**src/hw/imbms_pkg.sv**
```systemverilog
// Purpose: Constants for the instrument bus message and status block.
// Assumes: APB slave with 32-bit data, one aligned word per register.
// Notes: Bus command codes are compared on the low seven data lines.
package imbms_pkg;
	localparam logic [7:0] ADR_CFG   = 8'h00;
	localparam logic [7:0] ADR_STAT  = 8'h04;
	localparam logic [7:0] ADR_RXD   = 8'h08;
	localparam logic [7:0] ADR_RESP  = 8'h0C;
	localparam logic [7:0] ADR_BCNT  = 8'h10;
	localparam logic [7:0] ADR_BDAT  = 8'h14;
	localparam logic [7:0] ADR_ESR   = 8'h18;
	localparam logic [7:0] ADR_ESE   = 8'h1C;
	localparam logic [7:0] ADR_OCOND = 8'h20;
	localparam logic [7:0] ADR_OEVT  = 8'h24;
	localparam logic [7:0] ADR_OEN   = 8'h28;
	localparam logic [7:0] ADR_SRE   = 8'h2C;
	localparam logic [7:0] ADR_STB   = 8'h30;
	localparam logic [7:0] ADR_CLS   = 8'h34;
	localparam logic [4:0] RST_ADDR  = 5'h0C;
	localparam logic [6:0] CMD_GTL   = 7'h01;
	localparam logic [6:0] CMD_SDC   = 7'h04;
	localparam logic [6:0] CMD_GET   = 7'h08;
	localparam logic [6:0] CMD_LLO   = 7'h11;
	localparam logic [6:0] CMD_DCL   = 7'h14;
	localparam logic [6:0] CMD_SPE   = 7'h18;
	localparam logic [6:0] CMD_SPD   = 7'h19;
	localparam logic [6:0] CMD_UNL   = 7'h3F;
	localparam logic [6:0] CMD_UNT   = 7'h5F;
	localparam logic [7:0] CH_STAR   = 8'h2A;
	localparam logic [7:0] CH_QM     = 8'h3F;
	localparam logic [7:0] CH_SEMI   = 8'h3B;
	localparam logic [7:0] CH_LF     = 8'h0A;
	localparam logic [7:0] BIN_HDR0  = 8'h23;
	localparam logic [7:0] BIN_HDR1  = 8'h30;
	localparam int         RX_DEPTH  = 256;
	localparam int         RSP_DEPTH = 16;
	localparam logic [7:0] STB_MASK  = 8'hBF;
	typedef enum logic [1:0] {B_IDLE, B_HDR0, B_HDR1, B_DATA} imbms_bin_e;
endpackage

```
**src/hw/imbms_top.sv**
```systemverilog
// Purpose: Device side of an instrument bus talker/listener with status system.
// Assumes: Bus pins arrive synchronous to clk; bus_stb marks one accepted byte.
// Notes: Firmware parses command text and supplies responses and readings.
//
// Summary of operation
// - REN asserted puts device into remote
// - IFC aborts any transfer in progress
// - Device drives only SRQ as uniline
// - Bytes under ATN are bus commands
// - LLO locks out the front panel
// - DCL returns bus logic to idle
// - Addressed commands need own listen address
// - SDC clears only when listen addressed
// - GTL while addressed returns to local
// - GET while addressed starts data log
// - Serial poll returns status byte when talking
// - Star means common, question mark means query
// - Semicolons split; buffer holds 256 characters
// - Respond only when addressed to talk
// - Answer only the latest query
// - Binary readings are single precision floats
// - Two header bytes, four per reading, EOI last
// - Send exactly the requested reading count
// - Condition registers are live and read only
// - Event bits stick until read or cleared
// - Event AND enable ORed into summary bit
// - Enabled summary sets RQS and drives SRQ
// - Status byte summary bits do not latch
`timescale 1ns/1ns
module imbms_top
	import imbms_pkg::*;
(
	input  wire logic        clk,          // 25 MHz clock.
	input  wire logic        sys_rst,      // Synchronous reset, active high.
	input  wire logic        psel,         // APB select.
	input  wire logic        penable,      // APB enable.
	input  wire logic        pwrite,       // APB write.
	input  wire logic [7:0]  paddr,        // APB byte address.
	input  wire logic [31:0] pwdata,       // APB write data.
	output logic      [31:0] prdata,       // APB read data.
	output logic             pready,       // APB ready.
	output logic             pslverr,      // APB error on unmapped address.
	input  wire logic        bus_stb,      // One byte accepted from the bus.
	input  wire logic [7:0]  bus_dio,      // Bus data lines, true polarity.
	input  wire logic        bus_atn_n,    // ATN line level.
	input  wire logic        bus_eoi_n,    // EOI line level with bus_stb.
	input  wire logic        bus_ren_n,    // REN line level.
	input  wire logic        bus_ifc_n,    // IFC line level.
	input  wire logic        srq_i,        // SRQ line level.
	output logic             srq_o,        // SRQ drive value, always low.
	output logic             srq_oe,       // SRQ pulled low while high.
	output logic             talk_valid,   // Byte offered to the bus.
	output logic      [7:0]  talk_byte,    // Byte to send.
	output logic             talk_eoi,     // EOI with this byte.
	input  wire logic        talk_ack,     // Offered byte taken by the bus.
	output logic             remote,       // Remote state.
	output logic             lockout,      // Front panel locked out.
	output logic             dlog_trigger, // One-cycle data log start.
	input  wire logic [7:0]  std_evt,      // Standard event pulses.
	input  wire logic [7:0]  op_cond       // Live operation conditions.
);
	logic [4:0]  addr_q;
	logic        listen_q, talk_q, spoll_q, sp_sent_q, ren_q;
	logic        remote_q, lockout_q, trig_q, srq_q;
	logic        tv_q, teoi_q;
	logic [7:0]  tbyte_q;
	logic [7:0]  rx_mem_q [RX_DEPTH];
	logic [7:0]  rx_wp_q, rx_rp_q;
	logic [8:0]  rx_cnt_q;
	logic [8:0]  rsp_mem_q [RSP_DEPTH];
	logic [3:0]  rsp_wp_q, rsp_rp_q;
	logic [4:0]  rsp_cnt_q;
	logic        seg_start_q, seg_com_q, seg_qry_q, last_com_q, last_qry_q;
	imbms_bin_e  bin_st_q;
	logic [15:0] bin_cnt_q;
	logic [1:0]  bin_idx_q;
	logic [31:0] bin_word_q;
	logic        bin_full_q;
	logic [7:0]  esr_q, ese_q, oevt_q, oen_q, sre_q, opc_prev_q;
	logic [31:0] prdata_q;
	logic        pready_q, pslverr_q;

	////////////////////////////////////////////////////////////////////////////
	logic        ifc, cmd, din, dev_clr, seg_end, qry_end;
	logic        wr, rd, ld_sp, ld_bin, ld_resp, bin_last;
	logic [6:0]  c;
	logic [7:0]  sum, bin_byte, stb_val;
	logic        rqs_d;

	assign ifc      = !bus_ifc_n;
	assign c        = bus_dio[6:0];
	assign cmd      = bus_stb && !bus_atn_n;
	assign din      = bus_stb && bus_atn_n && listen_q;
	assign dev_clr  = cmd && (c == CMD_DCL || (c == CMD_SDC && listen_q));
	assign seg_end  = din && (bus_dio == CH_SEMI || bus_dio == CH_LF || !bus_eoi_n);
	assign qry_end  = seg_end && (seg_qry_q || bus_dio == CH_QM);
	assign wr       = psel && penable && pready_q && pwrite;
	assign rd       = psel && penable && pready_q && !pwrite;
	assign ld_sp    = !tv_q && talk_q && spoll_q && !sp_sent_q;
	assign ld_bin   = !tv_q && talk_q && !ld_sp && bin_st_q != B_IDLE
			&& (bin_st_q != B_DATA || bin_full_q);
	assign ld_resp  = !tv_q && talk_q && !ld_sp && !ld_bin && rsp_cnt_q != 5'h00;
	assign bin_last = bin_st_q == B_DATA && bin_cnt_q == 16'h0001 && bin_idx_q == 2'h3;
	assign bin_byte = bin_st_q == B_HDR0 ? BIN_HDR0 : bin_st_q == B_HDR1 ? BIN_HDR1
			: bin_word_q[{~bin_idx_q, 3'b000} +: 8];
	assign sum      = {|(oevt_q & oen_q), 1'b0, |(esr_q & ese_q), rsp_cnt_q != 5'h00, 4'h0};
	assign rqs_d    = |(sum & sre_q & STB_MASK);
	assign stb_val  = sum | {1'b0, srq_q, 6'h00};

	////////////////////////////////////////////////////////////////////////////
	always_ff @(posedge clk) begin
		if (sys_rst || ifc) begin
			listen_q <= 1'b0;
			talk_q   <= 1'b0;
		end else if (cmd) begin
			if (c == {2'b01, addr_q}) begin
				listen_q <= 1'b1;
				talk_q   <= 1'b0;
			end else if (c == {2'b10, addr_q}) begin
				talk_q   <= 1'b1;
				listen_q <= 1'b0;
			end else if (c == CMD_UNL) begin
				listen_q <= 1'b0;
			end else if (c == CMD_UNT || c[6:5] == 2'b10) begin
				talk_q   <= 1'b0;
			end
		end
	end

	always_ff @(posedge clk) begin
		if (sys_rst) begin
			ren_q     <= 1'b0;
			remote_q  <= 1'b0;
			lockout_q <= 1'b0;
		end else begin
			ren_q <= !bus_ren_n;
			if (bus_ren_n) begin
				remote_q  <= 1'b0;
				lockout_q <= 1'b0;
			end else if (!ren_q) begin
				remote_q <= 1'b1;
			end else if (cmd && c == CMD_GTL && listen_q) begin
				remote_q <= 1'b0;
			end else if (cmd && c == {2'b01, addr_q}) begin
				remote_q <= 1'b1;
			end
			if (!bus_ren_n && cmd && c == CMD_LLO) begin
				lockout_q <= 1'b1;
			end
		end
	end

	always_ff @(posedge clk) begin
		if (sys_rst) begin
			trig_q <= 1'b0;
		end else begin
			trig_q <= cmd && c == CMD_GET && listen_q;
		end
	end

	always_ff @(posedge clk) begin
		if (sys_rst || ifc) begin
			spoll_q   <= 1'b0;
			sp_sent_q <= 1'b0;
		end else if (cmd && c == CMD_SPE) begin
			spoll_q   <= 1'b1;
			sp_sent_q <= 1'b0;
		end else if (cmd && c == CMD_SPD) begin
			spoll_q   <= 1'b0;
		end else if (ld_sp) begin
			sp_sent_q <= 1'b1;
		end
	end

	////////////////////////////////////////////////////////////////////////////
	always_ff @(posedge clk) begin
		if (sys_rst || ifc || dev_clr) begin
			tv_q    <= 1'b0;
			teoi_q  <= 1'b0;
			tbyte_q <= 8'h00;
		end else if (tv_q) begin
			if (talk_ack) begin
				tv_q <= 1'b0;
			end
		end else if (ld_sp) begin
			tv_q    <= 1'b1;
			tbyte_q <= stb_val;
			teoi_q  <= 1'b0;
		end else if (ld_bin) begin
			tv_q    <= 1'b1;
			tbyte_q <= bin_byte;
			teoi_q  <= bin_last;
		end else if (ld_resp) begin
			tv_q    <= 1'b1;
			tbyte_q <= rsp_mem_q[rsp_rp_q][7:0];
			teoi_q  <= rsp_mem_q[rsp_rp_q][8];
		end
	end

	// Received text is held for firmware; one slot beyond the longest string.
	always_ff @(posedge clk) begin
		if (sys_rst || dev_clr) begin
			rx_wp_q  <= 8'h00;
			rx_rp_q  <= 8'h00;
			rx_cnt_q <= 9'h000;
		end else begin
			if (din && rx_cnt_q != 9'(RX_DEPTH)) begin
				rx_mem_q[rx_wp_q] <= bus_dio;
				rx_wp_q           <= rx_wp_q + 8'h01;
			end
			if (rd && paddr == ADR_RXD && rx_cnt_q != 9'h000) begin
				rx_rp_q <= rx_rp_q + 8'h01;
			end
			rx_cnt_q <= rx_cnt_q + 9'(din && rx_cnt_q != 9'(RX_DEPTH))
				- 9'(rd && paddr == ADR_RXD && rx_cnt_q != 9'h000);
		end
	end

	always_ff @(posedge clk) begin
		if (sys_rst || dev_clr) begin
			seg_start_q <= 1'b1;
			seg_com_q   <= 1'b0;
			seg_qry_q   <= 1'b0;
			last_com_q  <= 1'b0;
			last_qry_q  <= 1'b0;
		end else if (seg_end) begin
			last_com_q  <= seg_com_q || (seg_start_q && bus_dio == CH_STAR);
			last_qry_q  <= qry_end;
			seg_start_q <= 1'b1;
			seg_com_q   <= 1'b0;
			seg_qry_q   <= 1'b0;
		end else if (din) begin
			seg_start_q <= 1'b0;
			if (seg_start_q && bus_dio == CH_STAR) begin
				seg_com_q <= 1'b1;
			end
			if (bus_dio == CH_QM) begin
				seg_qry_q <= 1'b1;
			end
		end
	end

	// A fresh query drops any answer still queued for an older one.
	always_ff @(posedge clk) begin
		if (sys_rst || ifc || dev_clr || qry_end) begin
			rsp_wp_q  <= 4'h0;
			rsp_rp_q  <= 4'h0;
			rsp_cnt_q <= 5'h00;
		end else begin
			if (wr && paddr == ADR_RESP && rsp_cnt_q != 5'(RSP_DEPTH)) begin
				rsp_mem_q[rsp_wp_q] <= pwdata[8:0];
				rsp_wp_q            <= rsp_wp_q + 4'h1;
			end
			if (ld_resp) begin
				rsp_rp_q <= rsp_rp_q + 4'h1;
			end
			rsp_cnt_q <= rsp_cnt_q + 5'(wr && paddr == ADR_RESP && rsp_cnt_q != 5'(RSP_DEPTH))
				- 5'(ld_resp);
		end
	end

	////////////////////////////////////////////////////////////////////////////
	always_ff @(posedge clk) begin
		if (sys_rst || ifc || dev_clr) begin
			bin_st_q   <= B_IDLE;
			bin_cnt_q  <= 16'h0000;
			bin_idx_q  <= 2'h0;
			bin_full_q <= 1'b0;
			bin_word_q <= 32'h0000_0000;
		end else begin
			if (wr && paddr == ADR_BDAT && !bin_full_q) begin
				bin_word_q <= pwdata;
				bin_full_q <= 1'b1;
			end
			case (bin_st_q)
				B_IDLE: begin
					if (wr && paddr == ADR_BCNT && pwdata[15:0] != 16'h0000) begin
						bin_cnt_q <= pwdata[15:0];
						bin_st_q  <= B_HDR0;
					end
				end
				B_HDR0: begin
					if (ld_bin) begin
						bin_st_q <= B_HDR1;
					end
				end
				B_HDR1: begin
					if (ld_bin) begin
						bin_st_q  <= B_DATA;
						bin_idx_q <= 2'h0;
					end
				end
				default: begin
					if (ld_bin) begin
						bin_idx_q <= bin_idx_q + 2'h1;
						if (bin_idx_q == 2'h3) begin
							bin_full_q <= 1'b0;
							bin_cnt_q  <= bin_cnt_q - 16'h0001;
							if (bin_cnt_q == 16'h0001) begin
								bin_st_q <= B_IDLE;
							end
						end
					end
				end
			endcase
		end
	end

	////////////////////////////////////////////////////////////////////////////
	// A read clears only the bits it reported, so a new event is never lost.
	always_ff @(posedge clk) begin
		if (sys_rst) begin
			esr_q      <= 8'h00;
			oevt_q     <= 8'h00;
			opc_prev_q <= 8'h00;
		end else begin
			opc_prev_q <= op_cond;
			if (wr && paddr == ADR_CLS) begin
				esr_q  <= std_evt;
				oevt_q <= op_cond & ~opc_prev_q;
			end else begin
				esr_q  <= (esr_q & ~(rd && paddr == ADR_ESR ? prdata_q[7:0] : 8'h00))
					| std_evt;
				oevt_q <= (oevt_q & ~(rd && paddr == ADR_OEVT ? prdata_q[7:0] : 8'h00))
					| (op_cond & ~opc_prev_q);
			end
		end
	end

	always_ff @(posedge clk) begin
		if (sys_rst) begin
			addr_q <= RST_ADDR;
			ese_q  <= 8'h00;
			oen_q  <= 8'h00;
			sre_q  <= 8'h00;
		end else if (wr) begin
			if (paddr == ADR_CFG) begin
				addr_q <= pwdata[4:0];
			end else if (paddr == ADR_ESE) begin
				ese_q <= pwdata[7:0];
			end else if (paddr == ADR_OEN) begin
				oen_q <= pwdata[7:0];
			end else if (paddr == ADR_SRE) begin
				sre_q <= pwdata[7:0];
			end
		end
	end

	always_ff @(posedge clk) begin
		if (sys_rst) begin
			srq_q <= 1'b0;
		end else begin
			srq_q <= rqs_d;
		end
	end

	////////////////////////////////////////////////////////////////////////////
	always_ff @(posedge clk) begin
		if (sys_rst) begin
			pready_q  <= 1'b0;
			pslverr_q <= 1'b0;
			prdata_q  <= 32'h0000_0000;
		end else begin
			pready_q  <= psel && !penable;
			pslverr_q <= 1'b0;
			prdata_q  <= 32'h0000_0000;
			if (psel && !penable) begin
				if (paddr == ADR_CFG) begin
					prdata_q <= {27'h0, addr_q};
				end else if (paddr == ADR_STAT) begin
					prdata_q <= {8'h00, rx_cnt_q[7:0], 6'h00, last_qry_q, last_com_q,
						srq_i, bin_full_q, bin_st_q != B_IDLE, spoll_q, talk_q, listen_q,
						lockout_q, remote_q};
				end else if (paddr == ADR_RXD) begin
					prdata_q <= {23'h0, rx_cnt_q != 9'h000, rx_mem_q[rx_rp_q]};
				end else if (paddr == ADR_ESR) begin
					prdata_q <= {24'h0, esr_q};
				end else if (paddr == ADR_ESE) begin
					prdata_q <= {24'h0, ese_q};
				end else if (paddr == ADR_OCOND) begin
					prdata_q <= {24'h0, op_cond};
				end else if (paddr == ADR_OEVT) begin
					prdata_q <= {24'h0, oevt_q};
				end else if (paddr == ADR_OEN) begin
					prdata_q <= {24'h0, oen_q};
				end else if (paddr == ADR_SRE) begin
					prdata_q <= {24'h0, sre_q};
				end else if (paddr == ADR_STB) begin
					prdata_q <= {24'h0, stb_val};
				end else if (paddr != ADR_RESP && paddr != ADR_BCNT && paddr != ADR_BDAT
						&& paddr != ADR_CLS) begin
					pslverr_q <= 1'b1;
				end
			end
		end
	end

	assign prdata       = prdata_q;
	assign pready       = pready_q;
	assign pslverr      = pslverr_q;
	assign srq_o        = 1'b0;
	assign srq_oe       = srq_q;
	assign talk_valid   = tv_q;
	assign talk_byte    = tbyte_q;
	assign talk_eoi     = teoi_q;
	assign remote       = remote_q;
	assign lockout      = lockout_q;
	assign dlog_trigger = trig_q;
endmodule

```
**config.mk**
```make
export PLATFORM = sky130hd
export DESIGN_NAME = imbms_top
export DESIGN_NICKNAME = d
export VERILOG_FILES = /design/src/hw/imbms_pkg.sv /design/src/hw/imbms_top.sv
export SDC_FILE = /design/constraint.sdc
export NUM_CORES = 2
export LEC_CHECK = 0
export ABC_CLOCK_PERIOD_IN_PS = 7400
export BUFFER_PORTS_ARGS = -buffer_cell sky130_fd_sc_hd__buf_2
export CAP_MARGIN = 20
export CORE_MARGIN = 4
export CORE_UTILIZATION = 50
export DETAILED_ROUTE_END_ITERATION = 8
export PLACE_DENSITY = 0.72
export SLEW_MARGIN = 20
export SYNTH_ARGS = -nofsm -noshare
export SYNTH_HDL_FRONTEND = slang
export SYNTH_SLANG_ARGS = --single-unit
```
**constraint.sdc**
```tcl
create_clock -name clk -period 7.4 [get_ports clk]
set_input_delay 0 -clock clk [delete_from_list [all_inputs] [get_ports clk]]
set_output_delay 0 -clock clk [all_outputs]
set_load 0.1 [all_outputs]
```
==> impl_metrics.csv <==
group,metric,value,unit
synthesis,synth_flop_cell,"edfxtp_1",
synthesis,syn_inst,4994,
placement,dpl_cell_area,0.09767,mm²
clocking,cts_tree,"done",
global_route,grt_usage,25.37,%
finish,final_cell_mix,"edfxtp_1 (2192), mux4_2 (585), nor2_1 (426)",
finish,final_common_cell,"edfxtp_1",
pwr,p_per_area,252.5,mW/mm²
floorplan,die_height,442.7,µm
floorplan,io_pins,125,
finish,final_area,0.1072,mm²
finish,final.fill_count,13480,
synthesis,ys.warnings.count,0,
setup_path,cp.required,8.22,ns
run,maxCapViolCount,0,
setup_path,crit_type,"reg2reg",
finish,area_delta_synth_final,13.45,%
sta,setup_violations,0,
clocking,clock_latency,0.88,ns
sta,worst_slew_pin_slew,1.337,ns
sta,drv_slew,0,
synthesis,yosysSeqAreaShare,73.89,%
global_route,antenna_found_initial,15,
synthesis,synth.avg_cell_area,18.92,µm²
floorplan,row_count,159,
drt,drc,0,
placement,routabilityCongestion,0.9180,
sta,fmax,201.8,MHz
drt,viasPerCell,6.448,
global_route,grt_start_max_net_pins,150,
floorplan,start_util,50.32,%
pwr,vdd_ir_drop_max,0.2402,mV
synthesis,yosysUniqueCellTypes,80,
min_path,hold_path_class,"in2reg",
synthesis,yosys_register_bits,2392,
floorplan,core_area,0.1878,mm²
sta,fin_setup_tns,0,ns
synthesis,synth_edf_count,2192,
setup_path,crit_path_start_kind,"flop",
sta,rsz0062_at_grt,"no",
finish,regArea,0.06985,mm²
setup_path,end_kind,"flop",
finish,drive_above_1_share,21.58,%
drt,ant_nets,0,
floorplan,die-area,0.1960,mm²
setup_path,critPathMaxFanout,47,
finish,multiInputGateArea,0.02297,mm²
setup_path,rrSetupSlack,2.44,ns
sta,post-route-period-util,66.98,%
run_status,status,"completed",
global_route,grt_pass1_wl,364200,µm
finish,final_nets,5453,
clocking,h-tree-depth,4,
clocking,clock-root-buffer,"clkbuf_16",
drt,drtPass1Iterations,6,
sta,hold_viol,0,
synthesis,async_flop_share,0,%
setup_path,critical_path_arrival,5.77,ns
placement,hpwlAfterDp,153900,µm
synthesis,syn_area,0.09450,mm²
placement,port-buffer-count,109,
sta,slew-limit-headroom,10.44,%
pwr,p_leak,32.51,nW
drt,num_vias,51770,
clocking,clockBufferDepth,3,
clocking,post_cts_resize_count,0,
global_route,grt_pass1_vias,50720,
sta,clock_skew,0.06665,ns
global_route,grt-ovfl-total,0,
floorplan,die_w,442.7,µm
clocking,clk_pin_slew,0.07,ns
sta,post-route-min-period,4.957,ns
clocking,clock_sinks,2392,
clocking,cts_inserted_buffers,224,
drt,wl,250600,µm
drt,avgRoutedWirePerCell,31.22,µm
drt,first_iter_violations,7876,
## through the flow
step	hold WS (ns)	utilization, %	power (mW)	cells	worst slack (ns)
2_1_floorplan	0.07469	-	15.13	5008	3.737
3_3_place_gp	0.2034	52.00	15.38	7421	3.111
3_5_place_dp	0.2188	52.01	15.40	7421	2.903
4_1_cts	0.04166	57.07	27.15	8022	2.631
5_1_grt	0.08466	57.08	27.78	8022	2.443
6_report	0.08678	57.09	27.07	8029	2.443
## state kept, by name, indices dropped and copies added (netlist names), 9 cells and up, named ones only
name / cells
rx_mem_q: 2048
rsp_mem_q: 144
prdata: 18
bin_word_q: 32
bin_cnt_q: 16
rx_cnt_q: 9
## cell families (layout without fill, tap and decap cells)
family          after synthesis  after routing  share of synthesized area (%)
other cells                   1             22                       0.003968
buf+inv                     351            870                          1.938
xor+xnor                     31             31                         0.2873
flops                      2392           2392                          73.89
simple gates                987            987                          4.657
fa+ha+maj                    37             37                         0.5058
mux                         709            709                          15.32
compound gates              486            486                          3.395
## layout make-up
class / count / area share, %
sequential: 2392 / 65.15
antenna: 7 / 0.01634
clock buffer: 276 / 5.565
inverter: 56 / 0.1961
multi-input combinational: 2265 / 21.42
clock inverter: 137 / 1.553
timing repair buffer: 401 / 3.186
tap: 2495 / 2.912
## critical path, cell delays in order, from the launching register on
cell           delay, ns
dfxtp_4             0.84
buf_4               0.48
buf_4               0.56
mux4_2              0.30
nor2b_1             0.13
a211oi_1            0.07
o21ai_0             0.31
a21oi_1             0.13
a211oi_1            0.90
a2111oi_1           0.14
buf_4               0.22
o31ai_1             0.19
dlygate4sd3_1       0.60
## layer usage
layer  up-vias  GRT usage (%)  wire length, µm  part of all wire, %
met5         -              0               70                0.028
met2      3559          37.61           114000                   45
li1      20860              -                -                    -
met1     26750          35.86            94180                   38
met3       588          7.894            32660                   13
met4        10          9.109             9699                  3.9
## power by group
group	total (mW)	switching (mW)	leakage, nW	internal [mW]
Sequential	14.8	0.0120	21.3	14.7
Combinational	0.433	0.333	7.49	0.0998
Clock	11.9	5.06	3.70	6.83
Total	27.1	5.40	32.5	21.7
## synth_stat cells, drive strengths merged, types with 13 or more instances
cell type | instances | area, µm²
clkbuf | 118 | 442.9
a21oi | 138 | 690.7
mux4 | 588 | 13250
a211oi | 30 | 225.2
nor2 | 432 | 1632
a221oi | 20 | 175.2
nand4 | 26 | 162.7
mux2i | 109 | 1091
edfxtp | 2192 | 65820
nor3 | 56 | 285.3
a22o | 22 | 192.7
and2 | 18 | 112.6
nand3 | 69 | 345.3
nor2b | 49 | 306.5
a31oi | 15 | 93.84
xnor2 | 13 | 113.9
a22oi | 73 | 548.0
xor2 | 18 | 157.7
o21ai | 78 | 390.4
buf | 177 | 1179
dfxtp | 200 | 4004
nand2b | 27 | 168.9
nand2 | 243 | 912.1
ha | 35 | 437.9
nor4 | 13 | 81.33
inv | 54 | 202.7
o22ai | 25 | 156.4
## path summary, 6_finish.rpt
kind | startpoint | end | cells past startpoint
max | flop | prdata[7] | 12
max reg2reg | flop | prdata[7] | 12
min reg2reg | ren_q | remote | 1
min | bus_ifc_n | sp_sent_q | 4
## repair_timing
item	in CTS	in global routing
endpoints found under the hold margin	755	0
hold buffers	188	0
buffers inserted	0	0
Power figures use the tool's default switching activity.
